**config.mk**
```make
export PLATFORM = sky130hd
export DESIGN_NAME = udif_top
export DESIGN_NICKNAME = d
export VERILOG_FILES = /design/src/shared/udif_pkg.sv /design/src/udif_top.sv
export VERILOG_INCLUDE_DIRS = /design/src /design/src/shared
export SDC_FILE = /design/constraint.sdc
export NUM_CORES = 1
export LEC_CHECK = 0
export BUFFER_PORTS_ARGS = -buffer_cell sky130_fd_sc_hd__buf_2
export CORE_ASPECT_RATIO = 0.9
export CORE_MARGIN = 2
export CORE_UTILIZATION = 46
export CTS_BUF_LIST = sky130_fd_sc_hd__clkbuf_2
export CTS_CLUSTER_SIZE = 25
export DETAILED_ROUTE_END_ITERATION = 10
export PLACE_DENSITY_LB_ADDON = 0.12
export SLEW_MARGIN = 20
export SYNTH_ARGS = -nofsm -noshare
export SYNTH_HDL_FRONTEND = slang
export SYNTH_SLANG_ARGS = --single-unit
```
**constraint.sdc**
```tcl
create_clock -name clock -period 3.5 [get_ports clock]
set_clock_uncertainty 0.15 [all_clocks]
set_input_delay 0 -clock clock [delete_from_list [all_inputs] [get_ports clock]]
set_output_delay 0 -clock clock [all_outputs]
set_load 0.1 [all_outputs]
```
**src/shared/udif_consts.svh**
```systemverilog
// register offsets, field positions, reset values and timing counts of the usb flag block
`ifndef UDIF_CONSTS_SVH
`define UDIF_CONSTS_SVH

`define UDIF_OFS_FIFO_WP 8'h04
`define UDIF_OFS_FIFO_RP 8'h05
`define UDIF_OFS_IRQ_EN_A 8'h06
`define UDIF_OFS_IRQ_EN_B 8'h07
`define UDIF_OFS_FLAGS_A_CLR 8'h0A
`define UDIF_OFS_FLAGS_A_SET 8'h0B
`define UDIF_OFS_FLAGS_B_CLR 8'h0C
`define UDIF_OFS_FLAGS_B_SET 8'h0D
`define UDIF_OFS_DESC_LO 8'h16
`define UDIF_OFS_DESC_HI 8'h17
`define UDIF_OFS_EP_STATUS 8'h18
`define UDIF_OFS_TRIM_LO 8'h3A
`define UDIF_OFS_TRIM_HI 8'h3B

`define UDIF_A_FRAME 7
`define UDIF_A_IDLE 6
`define UDIF_A_WAKE 5
`define UDIF_A_RESET 4
`define UDIF_A_CRC 3
`define UDIF_A_UNDER 2
`define UDIF_A_OVER 1
`define UDIF_A_STALL 0

`define UDIF_B_TRN 1
`define UDIF_B_SETUP 0

`define UDIF_EN_FRAME 7
`define UDIF_EN_BUSEV 6
`define UDIF_EN_BUSERR 5
`define UDIF_EN_STALL 4
`define UDIF_EN_LVL_HI 1
`define UDIF_EN_LVL_LO 0
`define UDIF_EN_TRN 1
`define UDIF_EN_SETUP 0

`define UDIF_EN_A_MASK 8'hF3
`define UDIF_EN_B_MASK 8'h03
`define UDIF_FLAGS_B_MASK 8'h03
`define UDIF_DESC_LO_MASK 8'hFE
`define UDIF_EP_CLEAR_BIT 7
`define UDIF_BYTE_RESET 8'h00
`define UDIF_PTR_RESET 5'h00
`define UDIF_PTR_ONE 5'h01

`define UDIF_DESC_IN_OFS 16'h0008

`define UDIF_CLK_MHZ 25
`define UDIF_SE0_NS 2500
`define UDIF_SE0_CYCLES ((`UDIF_SE0_NS * `UDIF_CLK_MHZ + 999) / 1000)
`define UDIF_IDLE_US 3000
`define UDIF_IDLE_CYCLES (`UDIF_IDLE_US * `UDIF_CLK_MHZ)

`endif

```
**src/shared/udif_pkg.sv**
```systemverilog
// types shared by the usb flag block
package udif_pkg;

    // one-cycle events from the serial engine on the same clock
    typedef struct packed {
        logic frame_start;
        logic iso_crc_err;
        logic in_no_data;
        logic out_not_ready;
        logic stall_sent;
        logic setup_ok;
        logic transfer_ok;
        logic ep_in;
        logic [3:0] ep;
    } udif_evt_t;

    // descriptor lookup request
    typedef struct packed {
        logic ep_in;
        logic [3:0] ep;
    } udif_desc_req_t;

    typedef enum logic {
        UDIF_ACTIVE,
        UDIF_SUSPENDED
    } udif_bus_state_t;

endpackage

```
**src/udif_top.sv**
```systemverilog
// usb device interrupt enables, event flags, pad trim and descriptor addressing
//
// What this block does
// - bus error enable plus level raises request on crc, underflow or overflow flag
// - stall enable plus level raises request on the stall handshake flag
// - two-bit level selects priority; zero blocks all requests; each source needs enable
// - transfer done enable raises request for finished in and out transactions
// - setup done enable raises request for finished setup transactions
// - flag set a has clear and set aliases, same read value, zeros ignored
// - flag set b: one at set alias sets, one at clear alias clears
// - frame start flag sets on each received start of frame packet
// - bus idle flag sets after three milliseconds of idle bus
// - non-idle bus while suspended sets wake flag and wakes the processor
// - bus reset flag sets when a reset condition is seen on the lines
// - iso checksum error flag sets on bad crc to an isochronous endpoint
// - in no data flag sets when addressed in endpoint has nothing to send
// - out not ready flag sets when addressed out endpoint cannot take data
// - stall handshake flag sets whenever a stall answers in or out
// - transfer done flag stands while the completion fifo holds entries
// - setup done flag sets when a setup transaction completes
// - pointer writes clear transfer done; draining reads clear it with fifo enabled
// - sixteen endpoints, out descriptor at base plus sixteen times number, in eight later
// - endpoint stall status bit sets on stall answer, clears on written one
// - same bit flags crc error on isochronous out endpoints, clears on one
// - reset condition is both lines at zero for at least 2.5 microseconds
`timescale 1ns/10ps
`include "udif_consts.svh"

module udif_top
    import udif_pkg::*;
#(
    parameter int SUSPEND_CYCLES = `UDIF_IDLE_CYCLES
) (
    input wire logic clock, // 25 MHz clock
    input wire logic resetn, // asynchronous reset, active low
    input wire logic [7:0] reg_addr, // register address
    input wire logic [7:0] reg_wdata, // register write data
    input wire logic reg_write, // write strobe
    input wire logic reg_read, // read strobe
    output logic [7:0] reg_rdata, // read data, cycle after strobe
    input wire logic dp_pin, // d+ line level
    input wire logic dm_pin, // d- line level
    input wire logic low_speed, // low speed idle polarity
    input wire logic fifo_enable, // completion fifo in use
    input udif_evt_t link_evt, // serial engine events
    input udif_desc_req_t desc_req, // endpoint to look up
    output logic [15:0] desc_addr, // descriptor byte address
    output logic [15:0] pad_trim, // pad calibration value
    output logic irq_request, // interrupt request level
    output logic [1:0] irq_level, // interrupt priority level
    output logic bus_suspended, // bus in suspend state
    output logic wake_request // wake processor from sleep
);

    localparam logic [5:0] SE0_LIMIT = 6'(`UDIF_SE0_CYCLES);
    localparam logic [16:0] IDLE_LIMIT = 17'(SUSPEND_CYCLES);

    function automatic logic [7:0] flag_next(
        input logic [7:0] cur,
        input logic [7:0] clr,
        input logic [7:0] set,
        input logic [7:0] hw
    );
        return (cur & ~clr) | set | hw;
    endfunction

    function automatic logic [31:0] ep_onehot(input logic in_dir, input logic [3:0] ep);
        return 32'h00000001 << {in_dir, ep};
    endfunction

    function automatic logic [15:0] desc_calc(
        input logic [15:0] base,
        input logic [3:0] ep,
        input logic in_dir
    );
        logic [15:0] a;
        a = base + {8'h00, ep, 4'h0};
        if (in_dir) begin
            a = a + `UDIF_DESC_IN_OFS;
        end
        return a;
    endfunction

    // register access decode
    logic wr_fifo_wp;
    logic wr_fifo_rp;
    logic rd_fifo_rp;
    logic wr_en_a;
    logic wr_en_b;
    logic wr_a_clr;
    logic wr_a_set;
    logic wr_b_clr;
    logic wr_b_set;
    logic wr_desc_lo;
    logic wr_desc_hi;
    logic wr_ep_status;
    logic wr_trim_lo;
    logic wr_trim_hi;

    assign wr_fifo_wp = reg_write && (reg_addr == `UDIF_OFS_FIFO_WP);
    assign wr_fifo_rp = reg_write && (reg_addr == `UDIF_OFS_FIFO_RP);
    assign rd_fifo_rp = reg_read && (reg_addr == `UDIF_OFS_FIFO_RP);
    assign wr_en_a = reg_write && (reg_addr == `UDIF_OFS_IRQ_EN_A);
    assign wr_en_b = reg_write && (reg_addr == `UDIF_OFS_IRQ_EN_B);
    assign wr_a_clr = reg_write && (reg_addr == `UDIF_OFS_FLAGS_A_CLR);
    assign wr_a_set = reg_write && (reg_addr == `UDIF_OFS_FLAGS_A_SET);
    assign wr_b_clr = reg_write && (reg_addr == `UDIF_OFS_FLAGS_B_CLR);
    assign wr_b_set = reg_write && (reg_addr == `UDIF_OFS_FLAGS_B_SET);
    assign wr_desc_lo = reg_write && (reg_addr == `UDIF_OFS_DESC_LO);
    assign wr_desc_hi = reg_write && (reg_addr == `UDIF_OFS_DESC_HI);
    assign wr_ep_status = reg_write && (reg_addr == `UDIF_OFS_EP_STATUS);
    assign wr_trim_lo = reg_write && (reg_addr == `UDIF_OFS_TRIM_LO);
    assign wr_trim_hi = reg_write && (reg_addr == `UDIF_OFS_TRIM_HI);

    // line synchronisers: a level counts once stages two and three agree
    logic [2:0] dp_sync;
    logic [2:0] dm_sync;
    logic line_dp;
    logic line_dm;

    always_ff @(posedge clock or negedge resetn) begin
        if (!resetn) begin
            dp_sync <= 3'h0;
            dm_sync <= 3'h0;
        end else begin
            dp_sync <= {dp_sync[1:0], dp_pin};
            dm_sync <= {dm_sync[1:0], dm_pin};
        end
    end

    always_ff @(posedge clock or negedge resetn) begin
        if (!resetn) begin
            line_dp <= 1'b0;
            line_dm <= 1'b0;
        end else begin
            if (dp_sync[2] == dp_sync[1]) begin
                line_dp <= dp_sync[2];
            end
            if (dm_sync[2] == dm_sync[1]) begin
                line_dm <= dm_sync[2];
            end
        end
    end

    logic line_se0;
    logic line_idle;

    assign line_se0 = !line_dp && !line_dm;
    assign line_idle = low_speed ? (!line_dp && line_dm) : (line_dp && !line_dm);

    // reset condition timer
    logic [5:0] se0_count;
    logic reset_evt;

    assign reset_evt = line_se0 && (se0_count == SE0_LIMIT - 6'h01);

    always_ff @(posedge clock or negedge resetn) begin
        if (!resetn) begin
            se0_count <= 6'h00;
        end else if (!line_se0) begin
            se0_count <= 6'h00;
        end else if (se0_count != SE0_LIMIT) begin
            se0_count <= se0_count + 6'h01;
        end
    end

    // idle timer and suspend state
    logic [16:0] idle_count;
    udif_bus_state_t bus_state;
    logic idle_evt;
    logic wake_evt;

    assign idle_evt = line_idle && (idle_count == IDLE_LIMIT - 17'h00001) &&
        (bus_state == UDIF_ACTIVE);
    assign wake_evt = !line_idle && (bus_state == UDIF_SUSPENDED);

    always_ff @(posedge clock or negedge resetn) begin
        if (!resetn) begin
            idle_count <= 17'h00000;
        end else if (!line_idle) begin
            idle_count <= 17'h00000;
        end else if (idle_count != IDLE_LIMIT) begin
            idle_count <= idle_count + 17'h00001;
        end
    end

    always_ff @(posedge clock or negedge resetn) begin
        if (!resetn) begin
            bus_state <= UDIF_ACTIVE;
        end else begin
            case (bus_state)
                UDIF_ACTIVE: begin
                    if (idle_evt) begin
                        bus_state <= UDIF_SUSPENDED;
                    end
                end
                UDIF_SUSPENDED: begin
                    if (wake_evt) begin
                        bus_state <= UDIF_ACTIVE;
                    end
                end
                default: begin
                    bus_state <= UDIF_ACTIVE;
                end
            endcase
        end
    end

    always_ff @(posedge clock or negedge resetn) begin
        if (!resetn) begin
            bus_suspended <= 1'b0;
            wake_request <= 1'b0;
        end else begin
            bus_suspended <= (bus_state == UDIF_SUSPENDED) && !wake_evt;
            wake_request <= wake_evt;
        end
    end

    // enable registers
    logic [7:0] irq_enable_a;
    logic [7:0] irq_enable_b;

    always_ff @(posedge clock or negedge resetn) begin
        if (!resetn) begin
            irq_enable_a <= `UDIF_BYTE_RESET;
        end else if (wr_en_a) begin
            irq_enable_a <= reg_wdata & `UDIF_EN_A_MASK;
        end
    end

    always_ff @(posedge clock or negedge resetn) begin
        if (!resetn) begin
            irq_enable_b <= `UDIF_BYTE_RESET;
        end else if (wr_en_b) begin
            irq_enable_b <= reg_wdata & `UDIF_EN_B_MASK;
        end
    end

    // flag set a
    logic [7:0] event_flags_a;
    logic [7:0] hw_a;

    always_comb begin
        hw_a = 8'h00;
        hw_a[`UDIF_A_FRAME] = link_evt.frame_start;
        hw_a[`UDIF_A_IDLE] = idle_evt;
        hw_a[`UDIF_A_WAKE] = wake_evt;
        hw_a[`UDIF_A_RESET] = reset_evt;
        hw_a[`UDIF_A_CRC] = link_evt.iso_crc_err;
        hw_a[`UDIF_A_UNDER] = link_evt.in_no_data;
        hw_a[`UDIF_A_OVER] = link_evt.out_not_ready;
        hw_a[`UDIF_A_STALL] = link_evt.stall_sent;
    end

    always_ff @(posedge clock or negedge resetn) begin
        if (!resetn) begin
            event_flags_a <= `UDIF_BYTE_RESET;
        end else begin
            event_flags_a <= flag_next(event_flags_a,
                wr_a_clr ? reg_wdata : 8'h00,
                wr_a_set ? reg_wdata : 8'h00,
                hw_a);
        end
    end

    // completion fifo pointers
    logic [4:0] fifo_wp;
    logic [4:0] fifo_rp;
    logic fifo_push;
    logic fifo_pop;
    logic fifo_drained;
    logic ptr_flush;

    assign ptr_flush = wr_fifo_wp || wr_fifo_rp;
    assign fifo_push = link_evt.transfer_ok && fifo_enable && (fifo_wp + 5'h01 != fifo_rp);
    assign fifo_pop = rd_fifo_rp && fifo_enable && (fifo_rp != fifo_wp);
    assign fifo_drained = fifo_pop && (fifo_rp + 5'h01 == fifo_wp) && !fifo_push;

    always_ff @(posedge clock or negedge resetn) begin
        if (!resetn) begin
            fifo_wp <= `UDIF_PTR_RESET;
        end else if (ptr_flush) begin
            fifo_wp <= fifo_push ? `UDIF_PTR_ONE : `UDIF_PTR_RESET;
        end else if (fifo_push) begin
            fifo_wp <= fifo_wp + 5'h01;
        end
    end

    always_ff @(posedge clock or negedge resetn) begin
        if (!resetn) begin
            fifo_rp <= `UDIF_PTR_RESET;
        end else if (ptr_flush) begin
            fifo_rp <= `UDIF_PTR_RESET;
        end else if (fifo_pop) begin
            fifo_rp <= fifo_rp + 5'h01;
        end
    end

    // flag set b
    logic [7:0] event_flags_b;
    logic [7:0] hw_b;
    logic [7:0] clr_b;

    always_comb begin
        hw_b = 8'h00;
        hw_b[`UDIF_B_TRN] = link_evt.transfer_ok;
        hw_b[`UDIF_B_SETUP] = link_evt.setup_ok;
        clr_b = wr_b_clr ? reg_wdata : 8'h00;
        clr_b[`UDIF_B_TRN] = clr_b[`UDIF_B_TRN] || ptr_flush || fifo_drained;
    end

    always_ff @(posedge clock or negedge resetn) begin
        if (!resetn) begin
            event_flags_b <= `UDIF_BYTE_RESET;
        end else begin
            event_flags_b <= flag_next(event_flags_b, clr_b,
                wr_b_set ? reg_wdata : 8'h00, hw_b) & `UDIF_FLAGS_B_MASK;
        end
    end

    // interrupt request
    logic [1:0] level;
    logic any_source;

    assign level = irq_enable_a[`UDIF_EN_LVL_HI:`UDIF_EN_LVL_LO];

    always_comb begin
        any_source = 1'b0;
        if (irq_enable_a[`UDIF_EN_FRAME] && event_flags_a[`UDIF_A_FRAME]) begin
            any_source = 1'b1;
        end
        if (irq_enable_a[`UDIF_EN_BUSEV] && (event_flags_a[`UDIF_A_IDLE] ||
            event_flags_a[`UDIF_A_WAKE] || event_flags_a[`UDIF_A_RESET])) begin
            any_source = 1'b1;
        end
        if (irq_enable_a[`UDIF_EN_BUSERR] && (event_flags_a[`UDIF_A_CRC] ||
            event_flags_a[`UDIF_A_UNDER] || event_flags_a[`UDIF_A_OVER])) begin
            any_source = 1'b1;
        end
        if (irq_enable_a[`UDIF_EN_STALL] && event_flags_a[`UDIF_A_STALL]) begin
            any_source = 1'b1;
        end
        if (irq_enable_b[`UDIF_EN_TRN] && event_flags_b[`UDIF_B_TRN]) begin
            any_source = 1'b1;
        end
        if (irq_enable_b[`UDIF_EN_SETUP] && event_flags_b[`UDIF_B_SETUP]) begin
            any_source = 1'b1;
        end
    end

    always_ff @(posedge clock or negedge resetn) begin
        if (!resetn) begin
            irq_request <= 1'b0;
            irq_level <= 2'h0;
        end else begin
            irq_request <= any_source && (level != 2'h0);
            irq_level <= level;
        end
    end

    // endpoint status bits, indexed by direction and number
    logic [31:0] ep_status;
    logic [4:0] ep_select;
    logic [31:0] ep_set;
    logic [31:0] ep_clr;

    always_comb begin
        ep_set = 32'h00000000;
        ep_clr = 32'h00000000;
        if (link_evt.stall_sent) begin
            ep_set = ep_set | ep_onehot(link_evt.ep_in, link_evt.ep);
        end
        if (link_evt.iso_crc_err && !link_evt.ep_in) begin
            ep_set = ep_set | ep_onehot(1'b0, link_evt.ep);
        end
        if (wr_ep_status && reg_wdata[`UDIF_EP_CLEAR_BIT]) begin
            ep_clr = ep_onehot(reg_wdata[4], reg_wdata[3:0]);
        end
    end

    always_ff @(posedge clock or negedge resetn) begin
        if (!resetn) begin
            ep_status <= 32'h00000000;
        end else begin
            ep_status <= (ep_status & ~ep_clr) | ep_set;
        end
    end

    always_ff @(posedge clock or negedge resetn) begin
        if (!resetn) begin
            ep_select <= 5'h00;
        end else if (wr_ep_status) begin
            ep_select <= reg_wdata[4:0];
        end
    end

    // descriptor table base and address calculation
    logic [15:0] descriptor_table_base;

    always_ff @(posedge clock or negedge resetn) begin
        if (!resetn) begin
            descriptor_table_base <= 16'h0000;
        end else if (wr_desc_lo) begin
            descriptor_table_base[7:0] <= reg_wdata & `UDIF_DESC_LO_MASK;
        end else if (wr_desc_hi) begin
            descriptor_table_base[15:8] <= reg_wdata;
        end
    end

    always_ff @(posedge clock or negedge resetn) begin
        if (!resetn) begin
            desc_addr <= 16'h0000;
        end else begin
            desc_addr <= desc_calc(descriptor_table_base, desc_req.ep, desc_req.ep_in);
        end
    end

    // pad trim
    logic [7:0] pad_trim_low;
    logic [7:0] pad_trim_high;

    always_ff @(posedge clock or negedge resetn) begin
        if (!resetn) begin
            pad_trim_low <= `UDIF_BYTE_RESET;
            pad_trim_high <= `UDIF_BYTE_RESET;
        end else if (wr_trim_lo) begin
            pad_trim_low <= reg_wdata;
        end else if (wr_trim_hi) begin
            pad_trim_high <= reg_wdata;
        end
    end

    always_ff @(posedge clock or negedge resetn) begin
        if (!resetn) begin
            pad_trim <= 16'h0000;
        end else begin
            pad_trim <= {pad_trim_high, pad_trim_low};
        end
    end

    // read data, valid only in the cycle after the strobe
    always_ff @(posedge clock or negedge resetn) begin
        if (!resetn) begin
            reg_rdata <= 8'h00;
        end else if (!reg_read) begin
            reg_rdata <= 8'h00;
        end else if (reg_addr == `UDIF_OFS_FIFO_WP) begin
            reg_rdata <= {3'h0, fifo_wp};
        end else if (reg_addr == `UDIF_OFS_FIFO_RP) begin
            reg_rdata <= {3'h0, fifo_rp};
        end else if (reg_addr == `UDIF_OFS_IRQ_EN_A) begin
            reg_rdata <= irq_enable_a;
        end else if (reg_addr == `UDIF_OFS_IRQ_EN_B) begin
            reg_rdata <= irq_enable_b;
        end else if ((reg_addr == `UDIF_OFS_FLAGS_A_CLR) ||
                     (reg_addr == `UDIF_OFS_FLAGS_A_SET)) begin
            reg_rdata <= event_flags_a;
        end else if ((reg_addr == `UDIF_OFS_FLAGS_B_CLR) ||
                     (reg_addr == `UDIF_OFS_FLAGS_B_SET)) begin
            reg_rdata <= event_flags_b;
        end else if (reg_addr == `UDIF_OFS_DESC_LO) begin
            reg_rdata <= descriptor_table_base[7:0];
        end else if (reg_addr == `UDIF_OFS_DESC_HI) begin
            reg_rdata <= descriptor_table_base[15:8];
        end else if (reg_addr == `UDIF_OFS_EP_STATUS) begin
            reg_rdata <= {ep_status[ep_select], 2'h0, ep_select};
        end else if (reg_addr == `UDIF_OFS_TRIM_LO) begin
            reg_rdata <= pad_trim_low;
        end else if (reg_addr == `UDIF_OFS_TRIM_HI) begin
            reg_rdata <= pad_trim_high;
        end else begin
            reg_rdata <= 8'h00;
        end
    end

endmodule

```
==> results.yml, run 1 <==
outcome:
  status: "completed"
yosys:
  ys.flop_type: "dfrtp_1"
  synth.mux.area_fraction_pct: 8.64
  ys_ff_latch: 172
  yosys-top-cells-count: "dfrtp_1, o21ai_0, nand2_1, nor2_1, mux2_2"
  syn_area_per_cell_um2: 10.8
  async_reset_ff_share_pct: 100
  ys_types: 73
  synth_area_leaders: "dfrtp_1, o21ai_0, mux2_2"
  yosys_warnings: 0
  yosysMostFrequentCell: "dfrtp_1"
  synthesis.nets: 815
  yosysSeqAreaShare_pct: 52.1
  synth_top_family_by_area: "simple AND/OR/NAND/NOR gates"
  syn_inst: 762
  yosys.area_share.simple_pct: 15.2
  synth_top_area_cell: "dfrtp_1"
  synth_compound_area_share_pct: 14.2
  synth.cell_area_mm2: 0.00826
  synth_xor_area_share_pct: 5.20
  synth_fa_ha_area_share_pct: 2.27
  synth_top_area_share_pct: 52.1
  synth_enable_flop_cells: 0
drt:
  viasPerCell: 5.62
  first_iter_violations: 502
  wirelength_um: 22300
  ant_nets: 0
  vias: 6846
  post_drt_wl_per_cell_um: 18.3
  drt_pre_antenna_iters: 5
  drc: 0
final_layout:
  final_cells: 1219
  nets: 1017
  areaGrowthSynthToFinish_pct: 26.0
  finish.instance_area_mm2: 0.0104
  drive_gt1_share_pct: 20.2
timing:
  setup_viol: 0
  tightest_slew_ns: 1.01
  fmax_ghz: 0.292
  hold-worst-slack_ns: 0.0613
  fin_setup_tns_ns: 0
  period_share_pct: 97.8
  period_needed_ns: 3.42
  hold_violations: 0
  drv_slew: 0
  slew_headroom_pct: 31.8
critical_path:
  cp-start-kind: "primary input"
  cp_max_fo: 8
  critical_path_class: "primary input to flip-flop"
  worstSetupEndpointType: "flip-flop"
  cp.arrival_ns: 3.97
  required_ns: 4.05
power:
  p_total_uw: 4530
  power.density_mw_per_mm2: 435
  p_leak_uw: 0.00445
  ir_drop_mv: 0.241
global_route:
  grt_max_degree: 90
  grt_pass1_wl_um: 36600
  antenna_found_initial: 2
  grt_util_all_layers_pct: 24.2
  grt_pass1_vias: 6890
  grt_remaining_overflow: 0
clock_network:
  cts_tree: "done"
  cts_root_buf: "clkbuf_2"
  clk-insertion-delay-late_ns: 0.78
  clkSlewWorstSetupHoldPaths_ns: 0.25
  cts_sinks: 172
  clockBufferDepth: 2
  cts_made_buffers: 17
  ctsHtreeMaxLevel: 4
worst_hold_path:
  hold_class: "primary input to flip-flop"
die:
  die_area_mm2: 0.0190
  core_mm2: 0.0176
  die_y_um: 131
  row_count: 46
  die-width_um: 145
  initial_utilization_pct: 46.9
  io_pins: 86
placed_design:
  dpl_cell_area_mm2: 0.00892
  port_buffers: 84
  place_hpwl_um: 15200
  place_congestion: 0.911
  dp_cells: 1069
job:
  cap_violations: 0
==> placed cells by master, fill, tap and decap left out, drive strengths merged, types with 25 or more instances in the layout <==
master       instances
buf                 94
o21ai               86
nand2               62
mux2                38
dlygate4sd3        114
nor2                57
xnor2               31
a21oi               25
dfrtp              172
nand3               36
==> power breakdown <==
group / internal [µW] / switching (µW)
Clock: 484 / 745
Combinational: 394 / 578
Sequential: 2160 / 165
==> registers in the layout, indices dropped and copies added (netlist names), 15 cells and up <==
register	cells
desc_addr	15
descriptor_table_base	15
ep_status	32
idle_count	17
pad_trim	16
==> repair_timing <==
action | in CTS | in global routing
setup endpoints to repair | 0 | 6
buffers inserted | 0 | 1
gates resized for setup | 0 | 2
hold endpoints to repair | 311 | 0
hold buffers | 115 | 0
==> metrics by stage <==
step,setup WS [ns],utilization [%]
floorplan,0.830,-
CTS,0.0168,59.0
detailed placement,0.663,50.7
finish,0.0769,59.1
global placement,0.705,50.7
global route,-0.0114,59.1
==> per-layer routing <==
layer  share of wire (%)  up-vias  wire (µm)  GRT usage (%)
met3                 6.3       29       1400           5.38
li1                    -     3181          -              -
met2                  47      243      10600           39.1
met5                   0        -          0              0
met4                 1.4        0        323           6.21
met1                  45     3393      10000           33.3
==> worst paths after layout <==
kind	startpoint	end	slack, ns	cells past startpoint
worst max-delay path	reg_addr[5]	ep_status[30]	0.08	12
worst min-delay path	link_evt[3]	ep_status[8]	0.06	5
worst min register to register	dm_sync[0]	dm_sync[1]	0.24	0
worst max register to register	descriptor_table_base[4]	desc_addr[14]	0.16	8
min in group asynchronous	resetn	pad_trim_high[2]	0.22	4
max in group asynchronous	resetn	idle_count[4]	2.58	4
==> critical path, stage by stage <==
cell and delay (ns):
dlygate4sd3_1 0.54, buf_2 0.16, nor4b_2 0.26, dlygate4sd3_1 0.58, buf_4 0.16, nand3_2 0.11
nor3_1 0.45, dlygate4sd3_1 0.66, nand3_1 0.16, o21ai_0 0.21, o21ai_0 0.11, dlygate4sd3_1 0.56
==> kinds of logic after synthesis <==
kind of cell / count (synthesis)
AND/OR/NAND/NOR: 248
AO/OA/AOI/OAI: 183
flip-flops: 172
multiplexers: 54
XOR/XNOR: 49
buffers and inverters: 40
adder cells (fa/ha/maj): 15
other: 1
==> area by class of cell <==
| cell class | count | area [µm²] |
|---|---|---|
| inverters | 15 | 56.3 |
| diodes | 2 | 5.00 |
| fillers | 1542 | 7200 |
| well taps | 240 | 300 |
| clock inverters | 15 | 209 |
| multi-input cells | 550 | 3770 |
| flip-flops and latches | 172 | 4300 |
| repair buffers | 208 | 1680 |
| clock buffers | 17 | 85.1 |
Note: power is estimated with default switching activity, not from simulation.
==> run 2: changes to the inputs <==
--- a/config.mk
+++ b/config.mk
@@ -6,12 +6,13 @@
 export SDC_FILE = /design/constraint.sdc
 export NUM_CORES = 1
 export LEC_CHECK = 0
+export ABC_AREA = 1
 export BUFFER_PORTS_ARGS = -buffer_cell sky130_fd_sc_hd__buf_2
 export CORE_ASPECT_RATIO = 0.9
 export CORE_MARGIN = 2
 export CORE_UTILIZATION = 46
 export CTS_BUF_LIST = sky130_fd_sc_hd__clkbuf_2
-export CTS_CLUSTER_SIZE = 25
+export CTS_CLUSTER_SIZE = 10
 export DETAILED_ROUTE_END_ITERATION = 10
 export PLACE_DENSITY_LB_ADDON = 0.12
 export SLEW_MARGIN = 20
==> run 2 against run 1 <==
Effect of this change: critical path depth rose by 2; critical path type unchanged; sequential cell count did not move; combinational power rose by 0.5%; power fell by 5.4%; largest power group unchanged; design area rose by 4.6%; area after synthesis rose by 6.5%; register-to-register slack improved by 0.33 ns; via count rose by 16%; die area rose by 6.3%; sequential power fell by 2%; clock power fell by 17%; first-iteration DRC count rose by 24%.
==> results.yml, run 2 <==
yosys:
  ys.flop_type: "dfrtp_1"
  synth_compound_area_share_pct: 12.2
  syn_inst: 1074
  synth.cell_area_mm2: 0.00879
  yosys-top-cells-count: "nand2_1, dfrtp_1, inv_1, o21ai_0, nor2_1"
  ys_ff_latch: 172
  syn_area_per_cell_um2: 8.19
  yosys_warnings: 0
  synth_top_family_by_area: "simple AND/OR/NAND/NOR gates"
  synth.mux.area_fraction_pct: 0.128
  yosysMostFrequentCell: "nand2_1"
  synth_top_area_cell: "dfrtp_1"
  synth_top_area_share_pct: 48.9
  synth_enable_flop_cells: 0
  synthesis.nets: 1127
  synth_area_leaders: "dfrtp_1, nand2_1, o21ai_0"
  synth_xor_area_share_pct: 3.47
  yosysSeqAreaShare_pct: 48.9
  ys_types: 51
  yosys.area_share.simple_pct: 25.8
  synth_fa_ha_area_share_pct: 2.02
  async_reset_ff_share_pct: 100
final_layout:
  top_register: "ep_status"
  reg.largest.list: "ep_status: 32 flops, idle_count: 17 flops, pad_trim: 16 flops"
  drive_gt1_share_pct: 13.2
  final_common_cell: "nand2_1"
  largest_reg_flops: 32
  finish.instance_area_mm2: 0.0109
  nets: 1323
  areaGrowthSynthToFinish_pct: 23.8
  layout_common_cells: "nand2_1, dfrtp_1, inv_1"
  final_cells: 1530
critical_path:
  ff2ff_setup_slack_ns: 0.49
  cp-start-kind: "primary input"
  crit_chain: "dlygate4sd3_1 -> buf_2 -> inv_1 -> nand2_1 -> dlygate4sd3_1 -> nor2_2 -> dlygate4sd3_1 -> nand2_2 -> nor2_4 -> nand2_8 -> o21ai_0 -> dlygate4sd3_1 -> o21ai_0 -> dlygate4sd3_1"
  max_stage_delay_ns: 0.61
  required_ns: 4.06
  critical_path_buf_inv_count: 7
  critical_path_class: "primary input to flip-flop"
  worst_path_most_repeated_cell: "dlygate4sd3_1"
  ff2ff_path_depth: 10
  critPathTopFamily: "buffers and inverters"
  worstSetupEndpointType: "flip-flop"
  cp.arrival_ns: 4.05
  r2r-end: "reg_rdata[0]"
  cp_max_fo: 11
  slowest_stage: "dlygate4sd3_1"
  timing.rr.start: "ep_select[0]"
die:
  row_count: 47
  die-width_um: 150
  core_mm2: 0.0186
  die_y_um: 135
  initial_utilization_pct: 47.3
  io_pins: 86
  die_area_mm2: 0.0202
power:
  seq_power_share_pct: 53.5
  pwr-share-clk_pct: 23.7
  combPwrFrac_pct: 22.8
  p_leak_uw: 0.00512
  power.density_mw_per_mm2: 393
  ir_drop_mv: 0.167
  internal_power_uw: 2710
  swShare_pct: 36.6
  p_sw_uw: 1570
placed_design:
  port_buffers: 84
  dp_cells: 1376
  place_congestion: 0.924
  place_hpwl_um: 16300
  dpl_cell_area_mm2: 0.00942
clock_network:
  cts_sinks: 172
  cts_made_buffers: 17
  cts_tree: "done"
  clk-insertion-delay-late_ns: 0.76
  ctsHtreeMaxLevel: 4
  clockBufferDepth: 2
  clkSlewWorstSetupHoldPaths_ns: 0.30
  cts_root_buf: "clkbuf_2"
drt:
  drc: 0
  wl_met2_um: 11200
  viasPerCell: 5.18
  drt_pre_antenna_iters: 5
  vias: 7919
  wirelength_um: 24000
  first_iter_violations: 624
  post_drt_wl_per_cell_um: 15.7
  wl_met3_um: 1360
  top_layer_used: "met4"
  wl_met1_um: 10900
  ant_nets: 0
timing:
  period_share_pct: 99.8
  fmax_ghz: 0.286
  tightest_slew_ns: 1.10
  hold_violations: 0
  drv_slew: 0
  hold-worst-slack_ns: 0.0552
  rsz0062_at_grt: "false"
  setup_viol: 0
  period_needed_ns: 3.49
  slew_headroom_pct: 26.5
  fin_setup_tns_ns: 0
job:
  cap_violations: 0
global_route:
  grt_pass1_vias: 7565
  grt_pass1_wl_um: 38900
  grt_util_all_layers_pct: 24.6
  grt_remaining_overflow: 0
  antenna_found_initial: 1
  grt_max_degree: 79
outcome:
  status: "completed"
worst_hold_path:
  hold_class: "primary input to flip-flop"
  min_from: "reg_wdata[6]"
  worstHoldPathCells: 4
  min_to: "pad_trim_high[6]"
run 2: per-stage QoR:
stage               util [%]  worst slack (ns)  power (µW)
floorplan                  -              1.21        2930
global placement        50.7              1.08        3180
detailed placement      50.7              1.02        3180
CTS                     58.3            0.0269        4320
global route            58.6            0.0130        4530
finish                  58.6           0.00856        4280
run 2: worst max path at each step:
stage,start,to,slack (ns),depth (start not counted)
2_1_floorplan,descriptor_table_base[4],desc_addr[12],1.21,11
3_3_place_gp,descriptor_table_base[4],desc_addr[12],1.08,11
3_5_place_dp,descriptor_table_base[4],desc_addr[12],1.02,11
4_1_cts,reg_addr[5],ep_status[5],0.03,14
5_1_grt,reg_addr[0],ep_status[20],0.01,14
6_report,reg_addr[0],ep_status[20],0.009,14
run 2: worst min-delay path, cell delays in order:
cell and delay, ns:
dlygate4sd3_1 0.52, buf_2 0.13, inv_1 0.13, o21ai_1 0.15
run 2: final cells by class:
type | instances | area [µm²]
Antenna cell | 2 | 5.00
Clock buffer | 17 | 85.1
Clock inverter | 15 | 146
Fill cell | 1757 | 7690
Inverter | 135 | 507
Multi-Input combinational cell | 737 | 3860
Sequential cell | 172 | 4300
Tap cell | 245 | 307
Timing Repair Buffer | 207 | 1670
run 2: power groups by stage:
stage	Combinational, µW	Sequential (µW)	Clock, µW
floorplan	478	2450	0
global placement	859	2320	0
detailed placement	863	2320	0
CTS	967	2290	1060
global route	1070	2310	1150
finish	977	2290	1020
run 2: timing repair:
item / 4_1_cts / 5_1_grt
setup buffers: 0 / 3
setup endpoints to repair: 0 / 4
hold buffers: 117 / 0
hold endpoints to repair: 311 / 0
gates resized for setup: 0 / 3
run 2: routing by layer:
layer,vias to the layer above,global-route usage (%)
met5,-,0
met4,0,8.81
met3,41,4.85
met2,238,39.0
met1,3721,34.0
li1,3919,-
run 2: cells by family after synthesis:
logic type / count (synthesis)
mux: 1
other cells: 1
fa+ha+maj: 14
flops: 172
simple gates: 490
xor+xnor: 34
buf+inv: 166
compound gates: 196
==> run 3: changes to the inputs <==
--- a/config.mk
+++ b/config.mk
@@ -7,13 +7,13 @@
 export NUM_CORES = 1
 export LEC_CHECK = 0
 export ABC_AREA = 1
-export BUFFER_PORTS_ARGS = -buffer_cell sky130_fd_sc_hd__buf_2
 export CORE_ASPECT_RATIO = 0.9
 export CORE_MARGIN = 2
 export CORE_UTILIZATION = 46
 export CTS_BUF_LIST = sky130_fd_sc_hd__clkbuf_2
 export CTS_CLUSTER_SIZE = 10
 export DETAILED_ROUTE_END_ITERATION = 10
+export DONT_BUFFER_PORTS = 1
 export PLACE_DENSITY_LB_ADDON = 0.12
 export SLEW_MARGIN = 20
 export SYNTH_ARGS = -nofsm -noshare
==> constraint.sdc (replaced) <==
create_clock -name clock -period 4.4 [get_ports clock]
set_clock_uncertainty 0.15 [all_clocks]
set_input_delay 0 -clock clock [delete_from_list [all_inputs] [get_ports clock]]
set_output_delay 0 -clock clock [all_outputs]
set_load 0.1 [all_outputs]
==> run 3 against run 2 <==
Effect of this change: the flow now finishes with violations (DRC); sequential power is 14% lower; sequential share of layout area is 1.8 points higher; die area is the same; design area is 4.3% lower; largest cell class unchanged; largest power group unchanged.
==> results.yml, run 3 (synthesis results as in run 2) <==
outcome:
  status: "finished with violations"
  violations: "DRC"
final_layout:
  reg.largest.list: "ep_status: 32 flops, idle_count: 17 flops, pad_trim: 16 flops"
  drive_gt1_share_pct: 6.52
  fill_cells: 1783
  top_register: "ep_status"
  largest_reg_flops: 32
  nets: 1236
  final_common_cell: "nand2_1"
  areaGrowthSynthToFinish_pct: 18.4
  layout_common_cells: "nand2_1, dfrtp_1, inv_1"
timing:
  slew_headroom_pct: 22.8
  period_needed_ns: 3.74
  fmax_ghz: 0.267
  tightest_slew_ns: 1.16
  period_share_pct: 85.1
  fin_setup_tns_ns: 0
  setup_viol: 0
  hold_violations: 0
  rsz0062_at_grt: "false"
  drv_slew: 0
critical_path:
  timing.rr.start: "descriptor_table_base[4]"
  cp_max_fo: 13
  r2r-end: "desc_addr[12]"
  worstSetupEndpointType: "flip-flop"
  ff2ff_path_depth: 12
  ff2ff_setup_slack_ns: 1.41
  critical_path_class: "primary input to flip-flop"
  cp-start-kind: "primary input"
  cp.arrival_ns: 4.28
  required_ns: 4.94
drt:
  first_iter_violations: 745
  drt_pre_antenna_iters: 8
  vias: 7749
  wirelength_um: 23900
  ant_nets: 0
  viasPerCell: 5.37
  post_drt_wl_per_cell_um: 16.6
  drc: 1
worst_hold_path:
  min_from: "reg_write"
  min_to: "irq_enable_b[0]"
  worstHoldPathCells: 4
  hold_class: "primary input to flip-flop"
global_route:
  grt_pass1_vias: 7390
  grt_util_all_layers_pct: 24.9
  antenna_found_initial: 2
  grt_remaining_overflow: 0
  grt_max_degree: 173
  grt_pass1_wl_um: 39100
clock_network:
  cts_tree: "done"
  clkSlewWorstSetupHoldPaths_ns: 0.26
  cts_setup_buffers: 0
  post_cts_resized: 0
  clockBufferDepth: 2
  holdBufCountCts: 120
  cts_root_buf: "clkbuf_2"
  cts_made_buffers: 17
  cts_sinks: 172
  ctsHtreeMaxLevel: 4
  clk-insertion-delay-late_ns: 0.79
die:
  die_y_um: 135
  io_pins: 86
  die_area_mm2: 0.0202
  core_mm2: 0.0186
  row_count: 47
  die-width_um: 150
  initial_utilization_pct: 47.3
power:
  power.density_mw_per_mm2: 325
  p_total_uw: 3380
  ir_drop_mv: 0.146
  p_leak_uw: 0.00468
job:
  cap_violations: 0
placed_design:
  place_hpwl_um: 16300
  place_congestion: 0.889
  port_buffers: 0
run 3: cell count changes in the layout (fill, tap and decap cells not counted), moves of 2 or more:
cell / delta
buf_2: -83
buf_4: -5
dlygate4sd3_1: +5
clkinvlp_4: -3
clkinv_4: +2
inv_8: -2
run 3: worst max-delay path by stage:
stage	startpoint	to	slack (ns)	depth (start not counted)
after floorplan	descriptor_table_base[4]	desc_addr[12]	2.11	11
after global placement	descriptor_table_base[4]	desc_addr[12]	1.98	11
after detailed placement	descriptor_table_base[4]	desc_addr[12]	1.92	11
after CTS	reg_addr[5]	event_flags_b[1]	0.77	15
after global routing	reg_addr[5]	event_flags_b[1]	0.53	15
final	reg_addr[5]	event_flags_b[1]	0.66	15
run 3: cell type report:
cell class	count	area, µm²	share of cell area (%)
sequential	172	4300	41.3
inverter	135	507	4.86
multi-input combinational	736	3830	36.8
clock inverter	15	149	1.43
tap	245	307	2.94
antenna	2	5.00	0.0480
clock buffer	17	85.1	0.817
timing repair buffer	121	1230	11.8
run 3: worst max-delay path, cell delays in order:
cell and delay [ns]:
dlygate4sd3_1 0.58, nor2_1 0.10, dlygate4sd3_1 0.56, nand2_2 0.05
dlygate4sd3_1 0.63, inv_1 0.18, nand3_2 0.08, dlygate4sd3_1 0.64
nand2_2 0.13, nand2_1 0.28, inv_1 0.22, nor2_1 0.05
o21ai_0 0.11, nand3b_1 0.10, dlygate4sd3_1 0.56
run 3: per-stage QoR:
| stage | hold slack, ns | setup WS [ns] | utilization (%) | cell area [µm²] | instances |
|---|---|---|---|---|---|
| 2_1_floorplan | -0.446 | 2.11 | - | 8790 | 1074 |
| 3_3_place_gp | -0.441 | 1.98 | 48.2 | 8960 | 1289 |
| 3_5_place_dp | -0.441 | 1.92 | 48.2 | 8960 | 1289 |
| 4_1_cts | 0.00123 | 0.766 | 56.0 | 10400 | 1441 |
| 5_1_grt | 0.0199 | 0.531 | 56.1 | 10400 | 1443 |
| 6_report | 0.0885 | 0.655 | 56.1 | 10400 | 1443 |
run 3: power by group:
group	switching [µW]	internal [µW]	total (µW)	leakage [µW]
registers	269	1700	1970	0.00214
logic	339	238	577	0.00240
clock network	650	184	834	0.000142
run 3: routing by layer:
| layer | GRT usage, % | part of all wire (%) | vias to the layer above | wire length, µm |
|---|---|---|---|---|
| met1 | 34.7 | 44 | 3702 | 10600 |
| met2 | 39.1 | 47 | 252 | 11200 |
| met4 | 7.91 | 2.2 | 0 | 534 |
| li1 | - | - | 3756 | - |
| met3 | 5.45 | 6.7 | 39 | 1600 |
| met5 | 0 | 0 | - | 0 |
